[src/tws_pkg.sv]
// package: constants, types and register map of the two-wire slave receiver
//----------------------------------------------------------------------------
// Summary of operation
// respond when address matches upper seven bits
// general call only when enable bit set
// software enables interface and acknowledge first
// direction bit zero selects slave receive
// own address write sets flag with status
// lost arbitration reports 0x68 or 0x78
// acknowledge cleared gives not-acknowledge next byte
// acknowledge disabled ignores own address
// deep sleep still recognises address, wakes
// hold clock low until flag cleared; the code leaves it released after stop or restart (status 0xA0)
// data register may miss byte after wake
// own address acknowledged reports 0x60
// general call acknowledged reports 0x70
// own data reports 0x80 or 0x88
// general call data reports 0x90 or 0x98
// flag clear receives next byte per acknowledge
// after not-acknowledge, clear makes not-addressed
// start request then sends start when free
// status low bits read as zero
// stop or restart while addressed reports 0xA0
// stretch clock while flag set; the code does not stretch after stop or restart (status 0xA0)
//----------------------------------------------------------------------------
package tws_pkg;

    //------------------------------------------------------------------------
    // register map
    //------------------------------------------------------------------------
    localparam int          REG_AW         = 3;
    localparam logic [2:0]  OFS_CONTROL    = 3'h0;
    localparam logic [2:0]  OFS_STATUS     = 3'h1;
    localparam logic [2:0]  OFS_DATA       = 3'h2;
    localparam logic [2:0]  OFS_OWN_ADDR   = 3'h3;
    localparam logic [7:0]  READ_UNMAPPED  = 8'h00;
    localparam logic [7:0]  OWN_ADDR_RESET = 8'h00;
    localparam logic [7:0]  DATA_RESET     = 8'hFF;

    //------------------------------------------------------------------------
    // status codes, low three bits always zero
    //------------------------------------------------------------------------
    localparam logic [7:0]  ST_IDLE        = 8'hF8;
    localparam logic [7:0]  ST_OWN_ACK     = 8'h60;
    localparam logic [7:0]  ST_ARB_OWN     = 8'h68;
    localparam logic [7:0]  ST_GC_ACK      = 8'h70;
    localparam logic [7:0]  ST_ARB_GC      = 8'h78;
    localparam logic [7:0]  ST_OWN_DATA_A  = 8'h80;
    localparam logic [7:0]  ST_OWN_DATA_N  = 8'h88;
    localparam logic [7:0]  ST_GC_DATA_A   = 8'h90;
    localparam logic [7:0]  ST_GC_DATA_N   = 8'h98;
    localparam logic [7:0]  ST_STOP_RESTART = 8'hA0;
    localparam logic [2:0]  STATUS_LOW_MASK = 3'h0;

    localparam logic [6:0]  BROADCAST_ADDR = 7'h00;
    localparam logic [3:0]  BITS_PER_BYTE  = 4'h8;
    localparam logic [3:0]  CNT_ZERO       = 4'h0;
    localparam logic [3:0]  CNT_ONE        = 4'h1;

    //------------------------------------------------------------------------
    // types
    //------------------------------------------------------------------------
    typedef struct packed {
        logic event_flag;
        logic ack_enable;
        logic start_request;
        logic stop_request;
        logic write_collision_flag;
        logic interface_enable;
        logic reserved;
        logic event_irq_enable;
    } tws_ctrl_t;

    localparam tws_ctrl_t CTRL_RESET = '0;

    typedef struct packed {
        logic [REG_AW-1:0] addr;
        logic [7:0]        wdata;
        logic              wr;
        logic              rd;
    } tws_req_t;

    typedef struct packed {
        logic oe;
        logic o;
    } tws_pin_t;

    typedef enum logic [2:0] {
        S_IDLE,
        S_ADDR,
        S_AACK,
        S_DATA,
        S_DACK,
        S_HOLD,
        S_IGNORE
    } tws_state_t;

endpackage

[src/tws_slave_rx.sv]
// module: two-wire slave receiver with register port
module tws_slave_rx (
    input  wire logic                          core_clk,
    input  wire logic                          rst_n,
    input  wire logic                          ce,
    input  wire logic [tws_pkg::REG_AW-1:0]    reg_addr,
    input  wire logic [7:0]                    reg_wdata,
    input  wire logic                          reg_wr,
    input  wire logic                          reg_rd,
    output logic      [7:0]                    reg_rdata,
    input  wire logic                          scl_i,
    output logic                               scl_o,
    output logic                               scl_oe,
    input  wire logic                          sda_i,
    output logic                               sda_o,
    output logic                               sda_oe,
    input  wire logic                          arb_lost,
    input  wire logic                          deep_sleep,
    output logic                               wake_req,
    output logic                               start_tx
);

    //------------------------------------------------------------------------
    // state
    //------------------------------------------------------------------------
    typedef struct packed {
        tws_pkg::tws_state_t st;
        logic [3:0]          bit_cnt;
        logic [7:0]          shift;
        tws_pkg::tws_ctrl_t  ctrl;
        logic [7:0]          own;
        logic [7:0]          status;
        logic [7:0]          data;
        logic                gc;
        logic                arb;
        logic                nack_hold;
        logic                quiet;
        logic                ack_bit;
        logic                sda_drv;
        logic                scl_q;
        logic                sda_q;
        logic                busy;
        logic                start_pend;
        logic                start_pulse;
        logic [7:0]          rdata;
    } tws_rx_st_t;

    localparam tws_rx_st_t RX_RESET = '{
        st:          tws_pkg::S_IDLE,
        bit_cnt:     tws_pkg::CNT_ZERO,
        shift:       tws_pkg::DATA_RESET,
        ctrl:        tws_pkg::CTRL_RESET,
        own:         tws_pkg::OWN_ADDR_RESET,
        status:      tws_pkg::ST_IDLE,
        data:        tws_pkg::DATA_RESET,
        gc:          1'b0,
        arb:         1'b0,
        nack_hold:   1'b0,
        quiet:       1'b0,
        ack_bit:     1'b0,
        sda_drv:     1'b0,
        scl_q:       1'b1,
        sda_q:       1'b1,
        busy:        1'b0,
        start_pend:  1'b0,
        start_pulse: 1'b0,
        rdata:       tws_pkg::READ_UNMAPPED
    };

    tws_rx_st_t r_reg;
    tws_rx_st_t r_next;
    logic [1:0] pins_sync;
    tws_pkg::tws_req_t req;
    assign req = '{addr: reg_addr, wdata: reg_wdata, wr: reg_wr, rd: reg_rd};

    //------------------------------------------------------------------------
    // pin synchroniser
    //------------------------------------------------------------------------
    tws_sync #(
        .W        (2)
    ) u_sync (
        .core_clk (core_clk),
        .rst_n    (rst_n),
        .ce       (ce),
        .async_in ({scl_i, sda_i}),
        .sync_out (pins_sync)
    );
    // slave receive status for a finished address or data phase
    function automatic logic [7:0] rx_code(input logic is_addr, input logic gc,
                                           input logic arb, input logic ack);
        if (is_addr)
            return gc ? (arb ? tws_pkg::ST_ARB_GC : tws_pkg::ST_GC_ACK)
                      : (arb ? tws_pkg::ST_ARB_OWN : tws_pkg::ST_OWN_ACK);
        if (gc)
            return ack ? tws_pkg::ST_GC_DATA_A : tws_pkg::ST_GC_DATA_N;
        return ack ? tws_pkg::ST_OWN_DATA_A : tws_pkg::ST_OWN_DATA_N;
    endfunction

    //------------------------------------------------------------------------
    // next state
    //------------------------------------------------------------------------
    logic scl_s;
    logic sda_s;
    logic scl_rise;
    logic scl_fall;
    logic start_c;
    logic stop_c;
    logic own_m;
    logic gc_m;
    logic set_flag;

    always_comb
    begin
        scl_s    = pins_sync[1];
        sda_s    = pins_sync[0];
        scl_rise = scl_s & ~r_reg.scl_q;
        scl_fall = ~scl_s & r_reg.scl_q;
        start_c  = scl_s & r_reg.scl_q & r_reg.sda_q & ~sda_s;
        stop_c   = scl_s & r_reg.scl_q & ~r_reg.sda_q & sda_s;
        own_m    = r_reg.shift[7:1] == r_reg.own[7:1];
        gc_m     = (r_reg.shift[7:1] == tws_pkg::BROADCAST_ADDR) && r_reg.own[0];
        set_flag = 1'b0;
        r_next             = r_reg;
        r_next.scl_q       = scl_s;
        r_next.sda_q       = sda_s;
        r_next.start_pulse = 1'b0;
        r_next.rdata       = tws_pkg::READ_UNMAPPED;
        if (start_c)
            r_next.busy = 1'b1;
        else if (stop_c)
            r_next.busy = 1'b0;
        if (arb_lost)
            r_next.arb = 1'b1;
        // register reads
        if (req.rd)
        begin
            unique case (req.addr)
                tws_pkg::OFS_CONTROL:  r_next.rdata = r_reg.ctrl;
                tws_pkg::OFS_STATUS:   r_next.rdata = {r_reg.status[7:3],
                                                       tws_pkg::STATUS_LOW_MASK};
                tws_pkg::OFS_DATA:     r_next.rdata = r_reg.data;
                tws_pkg::OFS_OWN_ADDR: r_next.rdata = r_reg.own;
                default:               r_next.rdata = tws_pkg::READ_UNMAPPED;
            endcase
        end
        // register writes; flag is write-one-to-clear
        if (req.wr)
        begin
            unique case (req.addr)
                tws_pkg::OFS_CONTROL:
                begin
                    r_next.ctrl = reg_wdata;
                    r_next.ctrl.event_flag = r_reg.ctrl.event_flag & ~reg_wdata[7];
                    r_next.ctrl.write_collision_flag = r_reg.ctrl.write_collision_flag;
                    r_next.ctrl.reserved = 1'b0;
                end
                tws_pkg::OFS_DATA:
                begin
                    if (r_reg.ctrl.event_flag)
                    begin
                        r_next.data = reg_wdata;
                        r_next.ctrl.write_collision_flag = 1'b0;
                    end
                    else
                        r_next.ctrl.write_collision_flag = 1'b1;
                end
                tws_pkg::OFS_OWN_ADDR: r_next.own = reg_wdata;
                default:               ;
            endcase
        end
        // bus sequencer
        unique case (r_reg.st)
            tws_pkg::S_IDLE:
            begin
                if (start_c)
                begin
                    r_next.st      = tws_pkg::S_ADDR;
                    r_next.bit_cnt = tws_pkg::CNT_ZERO;
                end
                else if (r_reg.start_pend && !r_reg.busy)
                begin
                    r_next.start_pulse = 1'b1;
                    r_next.start_pend  = 1'b0;
                end
            end
            tws_pkg::S_ADDR:
            begin
                if (stop_c)
                    r_next.st = tws_pkg::S_IDLE;
                else if (start_c)
                    r_next.bit_cnt = tws_pkg::CNT_ZERO;
                else if (scl_rise)
                begin
                    r_next.shift   = {r_reg.shift[6:0], sda_s};
                    r_next.bit_cnt = r_reg.bit_cnt + tws_pkg::CNT_ONE;
                end
                else if (scl_fall && r_reg.bit_cnt == tws_pkg::BITS_PER_BYTE)
                begin
                    // write direction only; read direction is not served here
                    if (r_reg.ctrl.ack_enable && !r_reg.shift[0] && (own_m || gc_m))
                    begin
                        r_next.st      = tws_pkg::S_AACK;
                        r_next.sda_drv = 1'b1;
                        r_next.gc      = ~own_m;
                    end
                    else
                        r_next.st = tws_pkg::S_IGNORE;
                end
            end
            tws_pkg::S_AACK:
            begin
                if (scl_fall)
                begin
                    r_next.sda_drv   = 1'b0;
                    set_flag         = 1'b1;
                    r_next.status    = rx_code(1'b1, r_reg.gc, r_reg.arb, 1'b1);
                    r_next.arb       = 1'b0;
                    r_next.st        = tws_pkg::S_HOLD;
                    r_next.nack_hold = 1'b0;
                    r_next.quiet     = 1'b0;
                end
            end
            tws_pkg::S_DATA, tws_pkg::S_DACK:
            begin
                if (start_c || stop_c)
                begin
                    r_next.sda_drv   = 1'b0;
                    set_flag         = 1'b1;
                    r_next.status    = tws_pkg::ST_STOP_RESTART;
                    r_next.st        = tws_pkg::S_HOLD;
                    r_next.nack_hold = 1'b1;
                    r_next.quiet     = 1'b1;
                end
                else if (r_reg.st == tws_pkg::S_DATA && scl_rise)
                begin
                    r_next.shift   = {r_reg.shift[6:0], sda_s};
                    r_next.bit_cnt = r_reg.bit_cnt + tws_pkg::CNT_ONE;
                end
                else if (r_reg.st == tws_pkg::S_DATA && scl_fall
                         && r_reg.bit_cnt == tws_pkg::BITS_PER_BYTE)
                begin
                    r_next.ack_bit = r_reg.ctrl.ack_enable;
                    r_next.sda_drv = r_reg.ctrl.ack_enable;
                    r_next.st      = tws_pkg::S_DACK;
                end
                else if (r_reg.st == tws_pkg::S_DACK && scl_fall)
                begin
                    r_next.sda_drv = 1'b0;
                    if (!deep_sleep)
                        r_next.data = r_reg.shift;
                    set_flag         = 1'b1;
                    r_next.status    = rx_code(1'b0, r_reg.gc, 1'b0, r_reg.ack_bit);
                    r_next.st        = tws_pkg::S_HOLD;
                    r_next.nack_hold = ~r_reg.ack_bit;
                    r_next.quiet     = 1'b0;
                end
            end
            tws_pkg::S_HOLD:
            begin
                // leave once software has cleared the flag
                if (!r_reg.ctrl.event_flag)
                begin
                    r_next.bit_cnt = tws_pkg::CNT_ZERO;
                    if (r_reg.nack_hold)
                    begin
                        r_next.st         = tws_pkg::S_IDLE;
                        r_next.start_pend = r_reg.ctrl.start_request;
                    end
                    else
                        r_next.st = tws_pkg::S_DATA;
                end
            end
            tws_pkg::S_IGNORE:
            begin
                if (stop_c)
                    r_next.st = tws_pkg::S_IDLE;
                else if (start_c)
                begin
                    r_next.st      = tws_pkg::S_ADDR;
                    r_next.bit_cnt = tws_pkg::CNT_ZERO;
                end
            end
            default:
                r_next.st = tws_pkg::S_IDLE;
        endcase
        if (!r_reg.ctrl.interface_enable)
        begin
            r_next.st      = tws_pkg::S_IDLE;
            r_next.sda_drv = 1'b0;
        end
        // hardware set wins over a software clear in the same cycle
        if (set_flag)
            r_next.ctrl.event_flag = 1'b1;
    end

    //------------------------------------------------------------------------
    // registers
    //------------------------------------------------------------------------
    always_ff @(posedge core_clk)
    begin
        if (!rst_n)
            r_reg <= RX_RESET;
        else if (ce)
            r_reg <= r_next;
    end

    //------------------------------------------------------------------------
    // outputs
    //------------------------------------------------------------------------
    assign reg_rdata = r_reg.rdata;
    assign scl_o     = 1'b0;
    assign sda_o     = 1'b0;
    assign scl_oe    = (r_reg.st == tws_pkg::S_HOLD) && !r_reg.quiet;
    assign sda_oe    = r_reg.sda_drv;
    assign wake_req  = deep_sleep && r_reg.ctrl.event_flag;
    assign start_tx  = r_reg.start_pulse;
endmodule

[src/tws_sync.sv]
// module: two flip-flop synchroniser for the bus pins
module tws_sync #(
    parameter int W = 2
) (
    input  wire logic         core_clk,
    input  wire logic         rst_n,
    input  wire logic         ce,
    input  wire logic [W-1:0] async_in,
    output logic      [W-1:0] sync_out
);

    typedef struct packed {
        logic [W-1:0] meta;
        logic [W-1:0] stable;
    } tws_sync_st_t;

    tws_sync_st_t sync_reg;
    tws_sync_st_t sync_next;

    always_comb
    begin
        sync_next        = sync_reg;
        sync_next.meta   = async_in;
        sync_next.stable = sync_reg.meta;
    end

    // bus idles high, so both stages reset high
    always_ff @(posedge core_clk)
    begin
        if (!rst_n)
            sync_reg <= '1;
        else if (ce)
            sync_reg <= sync_next;
    end

    assign sync_out = sync_reg.stable;

endmodule

[config.mk]
export PLATFORM = sky130hd
export DESIGN_NAME = tws_slave_rx
export DESIGN_NICKNAME = d
export VERILOG_FILES = /design/src/tws_pkg.sv /design/src/tws_slave_rx.sv /design/src/tws_sync.sv
export SDC_FILE = /design/constraint.sdc
export NUM_CORES = 1
export LEC_CHECK = 0
export BUFFER_PORTS_ARGS = -buffer_cell sky130_fd_sc_hd__clkbuf_2
export CORE_MARGIN = 4
export CORE_UTILIZATION = 40
export CTS_CLUSTER_DIAMETER = 150
export DETAILED_ROUTE_END_ITERATION = 7
export PLACE_DENSITY_LB_ADDON = 0.05
export SLEW_MARGIN = 20
export SYNTH_ARGS = -nofsm -noshare
export SYNTH_HDL_FRONTEND = slang
export SYNTH_SLANG_ARGS = --single-unit
[constraint.sdc]
create_clock -name core_clk -period 1.9 [get_ports core_clk]
set_input_delay 0.19 -clock core_clk [delete_from_list [all_inputs] [get_ports core_clk]]
set_output_delay 0.19 -clock core_clk [all_outputs]
set_load 0.01 [all_outputs]
==> results of run 1 <==
-- critical path: stages (launching register included) --
cell and delay (ns):
sky130_fd_sc_hd__dfxtp_1 0.38, sky130_fd_sc_hd__or3b_4 0.43, sky130_fd_sc_hd__a21o_1 0.18, sky130_fd_sc_hd__a21o_1 0.23, sky130_fd_sc_hd__or2_2 0.33, sky130_fd_sc_hd__a21boi_0 0.15
-- through the flow --
step	hold WS [ns]	std cells	instance area [um^2]	total power, mW
final	0.06295	587	4214	2.987
after global routing	0.07140	587	4214	3.125
after CTS	0.04833	587	4155	3.019
after detailed placement	0.4105	571	3929	1.659
after global placement	0.4068	571	3929	1.657
after floorplan	0.3184	439	3596	1.588
-- worst paths after layout --
path,startpoint,to,slack (ns),cells past startpoint
max,r_reg[63],r_reg[15],0.13,5
min,scl_i,u_sync.sync_next[1],0.06,3
min reg2reg,sda_oe,sda_oe,0.46,2
max reg2reg,r_reg[63],r_reg[15],0.13,5
-- cells by family (layout without fill, tap and decap cells) --
logic type | Yosys count | in the layout | share of synthesized area [%]
AO/OA/AOI/OAI | 77 | 77 | 15.47
XOR/XNOR | 8 | 8 | 1.951
adder cells (fa/ha/maj) | 3 | 3 | 0.9752
buffers and inverters | 61 | 101 | 8.150
flip-flops | 66 | 66 | 36.78
multiplexers | 28 | 28 | 9.579
other | 1 | 2 | 0.1044
AND/OR/NAND/NOR | 194 | 194 | 26.99
-- per-layer routing --
layer	part of all wire (%)	vias up
li1	-	1582
met1	53	1446
met2	42	56
met3	4.1	9
met4	0.94	0
met5	0	-
-- where the power goes --
group	leakage [nW]	internal, mW	total (mW)	switching (mW)
logic	1.08	0.0928	0.214	0.121
clock network	0.109	0.777	1.36	0.580
registers	0.534	1.40	1.42	0.0172
-- timing repair --
item | CTS | global route
buffers inserted | 0 | 0
gates resized for setup | 0 | 17
hold buffers | 0 | 0
endpoints found under the setup margin | 0 | 19
-- cells in the final DEF, fill, tap and decap left out, types with 6 or more instances in the layout --
cell	Yosys	layout
sky130_fd_sc_hd__a31oi_1	6	6
sky130_fd_sc_hd__buf_4	10	30
sky130_fd_sc_hd__a21boi_0	9	9
sky130_fd_sc_hd__dfxtp_1	66	62
sky130_fd_sc_hd__clkbuf_8	0	10
sky130_fd_sc_hd__nor2_1	14	13
sky130_fd_sc_hd__inv_1	22	22
sky130_fd_sc_hd__nand3_1	26	24
sky130_fd_sc_hd__nor2b_1	19	18
sky130_fd_sc_hd__a21oi_1	7	7
sky130_fd_sc_hd__nand2b_1	7	7
sky130_fd_sc_hd__o21ai_0	11	9
sky130_fd_sc_hd__a22o_1	8	8
sky130_fd_sc_hd__mux2i_1	22	22
sky130_fd_sc_hd__a21o_1	6	6
sky130_fd_sc_hd__nand2_1	83	83
sky130_fd_sc_hd__clkbuf_2	1	31
sky130_fd_sc_hd__o22ai_1	9	9
sky130_fd_sc_hd__and2_1	13	13
-- final cells by class --
class / count / area share, %
inverters: 22 / 1.960
flip-flops and latches: 66 / 31.47
repair buffers: 63 / 9.768
well taps: 108 / 3.207
multi-input cells: 312 / 48.22
clock inverters: 6 / 2.108
clock buffers: 10 / 3.266
==> flow_summary.yaml, run 1 <==
final_layout:
  fillerInstances: 894
  post-route-util_pct: 48.32
  layout-drive-gt1-share_pct: 21.71
  multiInputGateArea_um2: 2032
  diodes: 0
  largest_reg_flops: 52
  finalNetCount: 496
  final-seq-area_um2: 1326
  synthToLayoutAreaGrowth_pct: 17.31
power:
  cellPowerDensity_nw_per_um2: 708.8
  ir_worst_vdd_uv: 359.9
  cellLeakagePower_nw: 1.721
critical_path:
  cp_data_required_time_ns: 2.17
  endpoint_kind: "register"
  criticalPathCategory: "reg -> reg"
  cp.arrival_ns: 2.04
  worst_setup_path_start_kind: "register"
  cp_max_fo: 7
synth:
  synth_sequential_area_ratio_pct: 36.78
  yosys-top-cells-area: "sky130_fd_sc_hd__dfxtp_1 37%, sky130_fd_sc_hd__nand2_1 8.7%, sky130_fd_sc_hd__mux2i_1 6.1%"
  synth-main-ff-cell: "sky130_fd_sc_hd__dfxtp_1"
  syn_area_per_cell_um2: 8.201
  share_of_yosys_cell_area_claimed_by_the_top_area_cell_type_pct: 36.78
  synth.cell_area_um2: 3592
  synth_edf_count: 0
  synth_most_common_cell: "sky130_fd_sc_hd__nand2_1"
  synth_common_cells: "83 x sky130_fd_sc_hd__nand2_1, 66 x sky130_fd_sc_hd__dfxtp_1, 26 x sky130_fd_sc_hd__nand3_1"
  synth-warning-count: 0
  synthArstFlopShare_pct: 0
  synthDominantAreaCellType: "sky130_fd_sc_hd__dfxtp_1"
  post_synth_inst_count: 438
  yosys.cell_types.count: 57
  ys_ff_latch: 66
timing:
  finalMaxSlewViolations: 0
  final-setup-viol-count: 0
  clock.fmax_ghz: 0.5643
  timing.clock.skew_ns: 0.009991
  post-route-period-util_pct: 93.26
  timing.final.hold_violations: 0
  sum_of_negative_setup_slack_ns: 0
  layout_setup_ws_ns: 0.1280
  final.min_clock_period_ns: 1.772
  rsz0062_at_grt: "false"
route:
  vias: 3093
  routed_wire_length_per_instance_um: 16.14
  vias_per_cell: 5.269
  ant_nets: 0
  remaining_drc_errors: 0
  drt-pass1-iter-count: 4
  drt_wl_total_um: 9476
  initialDrtViolationCount: 169
cts:
  clk_pin_slew_ns: 0.08
  cts.sink_count: 66
  insertion_delay_ns: 0.34
  clockBufferDepth: 2
  ctsHtreeMaxLevel: 3
  cts-root-buf: "sky130_fd_sc_hd__clkbuf_8"
  tritoncts_clock_tree: "done"
  numCtsBuffers: 9
place:
  place_hpwl_um: 6939
  post-place-ws_ns: 0.03778
  placement.io_buffers: 31
  gp_congestion: 0.8895
floorplan:
  full_die_area_um2: 10560
  pin_count: 34
  floorplan.initialDensity_pct: 41.19
  rows: 34
  floorplan.die.width_um: 102.8
  core_area_um2: 8721
  die_height_um: 102.8
global_route:
  wire_length_of_the_first_global_routing_pass_um: 16020
  grt.met1_usage_pct: 29.64
  grt_overflow: 0
  pin_count_of_the_biggest_net_entering_global_routing: 42
  grt_antenna_before_repair: 0
  vias_in_the_first_global_route: 3055
  gr-usage-met2_pct: 28.05
  grt_util_all_layers_pct: 19.48
  most_utilized_layer_in_the_global_route_result: "met1"
  global_route.usage.met3_pct: 3.315
status:
  status: "finished, final reports clean"
job:
  max-cap-violations: 0
worst_hold_path:
  min-delay-path-class: "in -> reg"
(Power assumes the default switching activity.)
==> run 2: changes to the inputs <==
BUFFER_PORTS_ARGS = -buffer_cell sky130_fd_sc_hd__buf_2   (was -buffer_cell sky130_fd_sc_hd__clkbuf_2)
==> flow_summary.yaml, run 2 (synthesis results as in run 1) <==
global_route:
  grt_antenna_before_repair: 0
  wire_length_of_the_first_global_routing_pass_um: 15030
  vias_in_the_first_global_route: 2814
  pin_count_of_the_biggest_net_entering_global_routing: 29
  grt_util_all_layers_pct: 18.50
  grt_overflow: 0
cts:
  post_cts_gate_resize_count: 0
  cts_post_setup_buffers_inserted: 0
  ctsHtreeMaxLevel: 3
  clk_pin_slew_ns: 0.08
  cts.sink_count: 66
  tritoncts_clock_tree: "done"
  hold_buffer_count_at_cts: 0
  insertion_delay_ns: 0.35
  cts-root-buf: "sky130_fd_sc_hd__clkbuf_8"
  numCtsBuffers: 9
  clockBufferDepth: 2
final_layout:
  largest_reg_flops: 52
  finalNetCount: 492
  fillerInstances: 896
  mostFrequentLayoutCell: "sky130_fd_sc_hd__nand2_1"
  multiInputGateArea_um2: 2023
  diodes: 0
  layout-drive-gt1-share_pct: 20.21
  final-seq-area_um2: 1324
  most-common-layout-cells: "82 x sky130_fd_sc_hd__nand2_1, 64 x sky130_fd_sc_hd__dfxtp_1, 31 x sky130_fd_sc_hd__buf_2"
  post-route-util_pct: 47.02
  finish.cell_count_without_fillers: 583
  synthToLayoutAreaGrowth_pct: 14.14
critical_path:
  cp_slowest_cell: "sky130_fd_sc_hd__dfxtp_1"
  number_of_buffer_and_inverter_instances_along_the_worst_setup_path: 1
  worst-r2r-cell-count: 7
  critical_path.cell_chain: "buf_4 > nand3b_1 > o21ai_0 > a221oi_2 > o41ai_4 > o21ai_0 > a21boi_0"
  timing.reg2reg.setup_slack_ns: 0.11
  cp_data_required_time_ns: 2.12
  crit_family: "compound AO/OA/AOI/OAI gates"
  endpoint_kind: "register"
  reg2reg_from: "r_reg[64]"
  cp_max_fo: 13
  critPathMostFrequentCell: "sky130_fd_sc_hd__o21ai_0"
  delay_of_the_slowest_critical_path_stage_ns: 0.39
  cp.arrival_ns: 2.01
  worst_setup_path_start_kind: "register"
  criticalPathCategory: "reg -> reg"
  crit-reg2reg-capture: "r_reg[62]"
place:
  placed_cells_incl_taps: 567
  gp_congestion: 0.8751
  placement.io_buffers: 31
  place_hpwl_um: 6920
  post-place-ws_ns: 0.09422
timing:
  clock.fmax_ghz: 0.5585
  post-route-period-util_pct: 94.23
  sum_of_negative_setup_slack_ns: 0
  timing.final.hold_violations: 0
  layout_setup_ws_ns: 0.1096
  final-setup-viol-count: 0
  final.min_clock_period_ns: 1.790
  worst_slew_pin_slew_ns: 0.5130
  timing.max_slew.rel_slack_pct: 65.32
  finalMaxSlewViolations: 0
  timing.clock.skew_ns: 0.01342
floorplan:
  floorplan.die.width_um: 102.8
  pin_count: 34
  rows: 34
  die_height_um: 102.8
  full_die_area_um2: 10560
  core_area_um2: 8721
  floorplan.initialDensity_pct: 41.19
route:
  vias: 3115
  drt_wl_total_um: 9572
  ant_nets: 0
  vias_per_cell: 5.343
  remaining_drc_errors: 0
  drt-pass1-iter-count: 4
  initialDrtViolationCount: 201
  routed_wire_length_per_instance_um: 16.42
job:
  max-cap-violations: 0
power:
  totalPowerFinal_mw: 2.688
  cellPowerDensity_nw_per_um2: 655.6
  cellLeakagePower_nw: 1.676
  ir_worst_vdd_uv: 365.2
worst_hold_path:
  min_from: "sda_i"
  min-delay-path-class: "in -> reg"
  timing.hold.worst_endpoint: "u_sync.sync_next[0]"
  holdPathStages: 3
status:
  status: "finished, final reports clean"
[run 2: cell count changes in the layout (fill, tap and decap cells not counted), moves of 2 or more]
cell                        delta
sky130_fd_sc_hd__bufinv_16     -2
sky130_fd_sc_hd__buf_4         -2
sky130_fd_sc_hd__dfxtp_2       -2
sky130_fd_sc_hd__o21ai_1       -2
sky130_fd_sc_hd__buf_2        +31
sky130_fd_sc_hd__clkinv_2      +2
sky130_fd_sc_hd__dfxtp_1       +2
sky130_fd_sc_hd__clkbuf_2     -31
sky130_fd_sc_hd__o21ai_0       +2
[run 2: worst register-to-register path, stage by stage (launching register included)]
cell and delay (ns):
sky130_fd_sc_hd__dfxtp_1 0.39, sky130_fd_sc_hd__buf_4 0.22, sky130_fd_sc_hd__nand3b_1 0.19, sky130_fd_sc_hd__o21ai_0 0.13, sky130_fd_sc_hd__a221oi_2 0.28, sky130_fd_sc_hd__o41ai_4 0.18
sky130_fd_sc_hd__o21ai_0 0.18, sky130_fd_sc_hd__a21boi_0 0.09
[run 2: final cells by class]
class,instances,share of cell area [%]
Multi-Input combinational cell,312,49.34
Sequential cell,66,32.29
Timing Repair Buffer,59,8.911
Tap cell,108,3.296
Clock buffer,9,3.021
Inverter,22,2.014
Clock inverter,7,1.129
[run 2: how the worst max path moves through the flow]
stage	start	endpoint	slack [ns]	cells past startpoint
3_5_place_dp	r_reg[64]	r_reg[15]	0.09	5
2_1_floorplan	r_reg[64]	r_reg[19]	0.07	8
6_report	r_reg[64]	r_reg[62]	0.11	7
5_1_grt	r_reg[11]	r_reg[15]	-0.02	6
4_1_cts	r_reg[64]	r_reg[15]	0.05	5
3_3_place_gp	r_reg[12]	r_reg[63]	0.10	6
[run 2: per-stage QoR]
stage	area [um^2]	hold WS (ns)
after floorplan	3596	0.3184
after global placement	3886	0.4059
after detailed placement	3886	0.4104
after CTS	4056	0.04052
after global routing	4100	0.06135
final	4100	0.05435
[run 2: per-layer routing]
| metal | vias to the layer above | wire, um | GRT usage, % | share of wire (%) |
|---|---|---|---|---|
| met5 | - | 0 | 0 | 0 |
| met3 | 8 | 456 | 5.277 | 4.8 |
| met1 | 1464 | 4874 | 27.25 | 51 |
| li1 | 1570 | - | - | - |
| met4 | 0 | 122 | 4.980 | 1.3 |
| met2 | 73 | 4119 | 26.42 | 43 |
[run 2: report_power, final]
group / leakage [nW] / switching (mW) / internal [mW]
Combinational: 1.06 / 0.120 / 0.0919
Clock: 0.0810 / 0.592 / 0.467
Sequential: 0.534 / 0.0174 / 1.40
==> run 3: changes to the inputs <==
ABC_AREA = 1   (was unset)
==> flow_summary.yaml, run 3 <==
synth:
  synth-main-ff-cell: "sky130_fd_sc_hd__dfxtp_1"
  post_synth_inst_count: 511
  synth.cell_area_um2: 3452
  share_of_yosys_cell_area_claimed_by_the_top_area_cell_type_pct: 38.27
  synth_edf_count: 0
  yosys.cell_types.count: 34
  ys_ff_latch: 66
  synthArstFlopShare_pct: 0
  yosys-top-cells-area: "sky130_fd_sc_hd__dfxtp_1 38%, sky130_fd_sc_hd__nand2_1 10%, sky130_fd_sc_hd__a21oi_1 8.1%"
  syn_area_per_cell_um2: 6.756
  synth_sequential_area_ratio_pct: 38.27
  synth_most_common_cell: "sky130_fd_sc_hd__nand2_1"
  synthDominantAreaCellType: "sky130_fd_sc_hd__dfxtp_1"
  synth_common_cells: "94 x sky130_fd_sc_hd__nand2_1, 66 x sky130_fd_sc_hd__dfxtp_1, 56 x sky130_fd_sc_hd__a21oi_1"
  synth-warning-count: 0
place:
  place_hpwl_um: 7412
  placement.io_buffers: 31
  gp_congestion: 0.8900
  postPlaceCellArea_um2: 3682
cts:
  insertion_delay_ns: 0.35
  clk_pin_slew_ns: 0.08
  numCtsBuffers: 9
  ctsHtreeMaxLevel: 3
  cts.sink_count: 66
  hold_buffer_count_at_cts: 0
  tritoncts_clock_tree: "done"
  cts-root-buf: "sky130_fd_sc_hd__clkbuf_8"
  clockBufferDepth: 2
route:
  remaining_drc_errors: 0
  ant_nets: 0
  drt_wl_total_um: 9999
  vias_per_cell: 5.274
  vias: 3423
  routed_wire_length_per_instance_um: 15.41
  initialDrtViolationCount: 142
  drt-pass1-iter-count: 4
final_layout:
  largest_reg_flops: 52
  mostFrequentLayoutCell: "sky130_fd_sc_hd__nand2_1"
  finish.instance_area_um2: 3897
  diodes: 0
  post-route-util_pct: 46.96
  finalNetCount: 561
  synthToLayoutAreaGrowth_pct: 12.90
  layout-drive-gt1-share_pct: 16.36
  most-common-layout-cells: "94 x sky130_fd_sc_hd__nand2_1, 66 x sky130_fd_sc_hd__dfxtp_1, 56 x sky130_fd_sc_hd__a21oi_1"
timing:
  post-route-period-util_pct: 89.30
  timing.clock.skew_ns: 0.01312
  timing.final.hold_violations: 0
  final-setup-viol-count: 0
  rsz0062_at_grt: "false"
  final.min_clock_period_ns: 1.697
  finalHoldWorstSlack_ns: 0.05026
  finalMaxSlewViolations: 0
  clock.fmax_ghz: 0.5894
  sum_of_negative_setup_slack_ns: 0
global_route:
  most_utilized_layer_in_the_global_route_result: "met2"
  global_route.usage.met3_pct: 2.491
  wire_length_of_the_first_global_routing_pass_um: 16740
  pin_count_of_the_biggest_net_entering_global_routing: 36
  vias_in_the_first_global_route: 3369
  grt_antenna_before_repair: 0
  grt_overflow: 0
  grt.met1_usage_pct: 26.81
  gr-usage-met2_pct: 34.94
  grt_util_all_layers_pct: 21.01
power:
  internal_power_mw: 2.282
  power.clock.fraction_pct: 42.3
  cellPowerDensity_nw_per_um2: 797.2
  p_seq_share_pct: 47.0
  totalPowerFinal_mw: 3.107
  ir_worst_vdd_uv: 319.3
  cellLeakagePower_nw: 1.760
  power.switching_fraction_pct: 26.57
  power_switching_mw: 0.8256
  p_comb_share_pct: 10.6
status:
  status: "finished, final reports clean"
critical_path:
  cp_max_fo: 4
  criticalPathCategory: "reg -> reg"
  timing.reg2reg.setup_slack_ns: 0.20
  reg2reg_from: "r_reg[12]"
  crit_start: "r_reg[12]"
  cp_data_required_time_ns: 2.14
  worst_setup_path_start_kind: "register"
  endpoint_kind: "register"
  cp.arrival_ns: 1.93
job:
  max-cap-violations: 0
floorplan:
  die_height_um: 100.9
  core_area_um2: 8299
  pin_count: 34
  full_die_area_um2: 10180
  floorplan.initialDensity_pct: 41.60
  rows: 33
  floorplan.die.width_um: 100.9
worst_hold_path:
  min-delay-path-class: "in -> reg"
  min_from: "sda_i"
## run 3: cell types whose count changed after synthesis, moves of 11 or more
| cell | previous run | this run |
|---|---|---|
| sky130_fd_sc_hd__nand2_1 | 83 | 94 |
| sky130_fd_sc_hd__mux2i_1 | 22 | 0 |
| sky130_fd_sc_hd__inv_2 | 0 | 11 |
| sky130_fd_sc_hd__a21oi_1 | 7 | 56 |
| sky130_fd_sc_hd__nor2b_1 | 19 | 1 |
| sky130_fd_sc_hd__o21ai_0 | 11 | 52 |
| sky130_fd_sc_hd__and2_1 | 13 | 0 |
| sky130_fd_sc_hd__nor2_1 | 14 | 49 |
| sky130_fd_sc_hd__inv_1 | 22 | 55 |
## run 3: path summary, 6_finish.rpt
| check | end | cells past startpoint |
|---|---|---|
| setup / recovery | r_reg[15] | 11 |
| hold / removal | u_sync.sync_next[0] | 3 |
| setup reg to reg | r_reg[15] | 11 |
| hold reg to reg | reg_rdata[0] | 2 |
## run 3: logic make-up after synthesis
family	Yosys count	synth area share, %
AOI/OAI and AO/OA	144	22.54
xor gates and xnor gates	1	0.2538
adders and majority gates	2	0.7248
buffers and inverters	95	11.82
DFF	66	38.27
other	1	0.1086
and+or+nand+nor	202	26.28
## run 3: area by class of cell
| type | count | area, um^2 |
|---|---|---|
| clock buffer | 11 | 131.4 |
| clock inverter | 5 | 78.83 |
| fill | 873 | 4402 |
| inverter | 68 | 257.7 |
| multi-input combinational | 351 | 1732 |
| sequential | 66 | 1321 |
| tap | 105 | 131.4 |
| timing repair buffer | 43 | 245.2 |
## run 3: power by group through the flow
stage / Sequential, mW / Clock [mW] / Combinational (mW)
floorplan: 1.49 / 0 / 0.222
global placement: 1.49 / 0 / 0.329
detailed placement: 1.49 / 0 / 0.330
CTS: 1.46 / 1.34 / 0.332
global route: 1.47 / 1.41 / 0.375
finish: 1.46 / 1.31 / 0.330
## run 3: repair_timing
item	CTS	global route
buffers inserted	0	0
endpoints found under the setup margin	0	3
gates resized for setup	0	1
## run 3: metrics by stage
step,setup WS [ns],instances
global placement,0.2145,633
detailed placement,0.2145,633
finish,0.2032,649
floorplan,0.4024,512
CTS,0.1947,649
global route,0.01288,649
## run 3: critical path, cell delays in order, from the launching register on
cell                      delay, ns
sky130_fd_sc_hd__dfxtp_1       0.37
sky130_fd_sc_hd__nand2_1       0.07
sky130_fd_sc_hd__inv_1         0.06
sky130_fd_sc_hd__nand3_1       0.15
sky130_fd_sc_hd__nand2_1       0.25
sky130_fd_sc_hd__nand2_1       0.15
sky130_fd_sc_hd__inv_2         0.09
sky130_fd_sc_hd__nor2_1        0.04
sky130_fd_sc_hd__nand2_1       0.07
sky130_fd_sc_hd__nand2_2       0.09
sky130_fd_sc_hd__o21ai_0       0.19
sky130_fd_sc_hd__nor2_1        0.06
## run 3: layer usage
metal / vias up / routed length [um] / share of wire (%)
li1: 1736 / - / -
met2: 99 / 4733 / 47
met1: 1564 / 4500 / 45
met5: - / 0 / 0
met4: 0 / 329 / 3.3
met3: 24 / 437 / 4.4
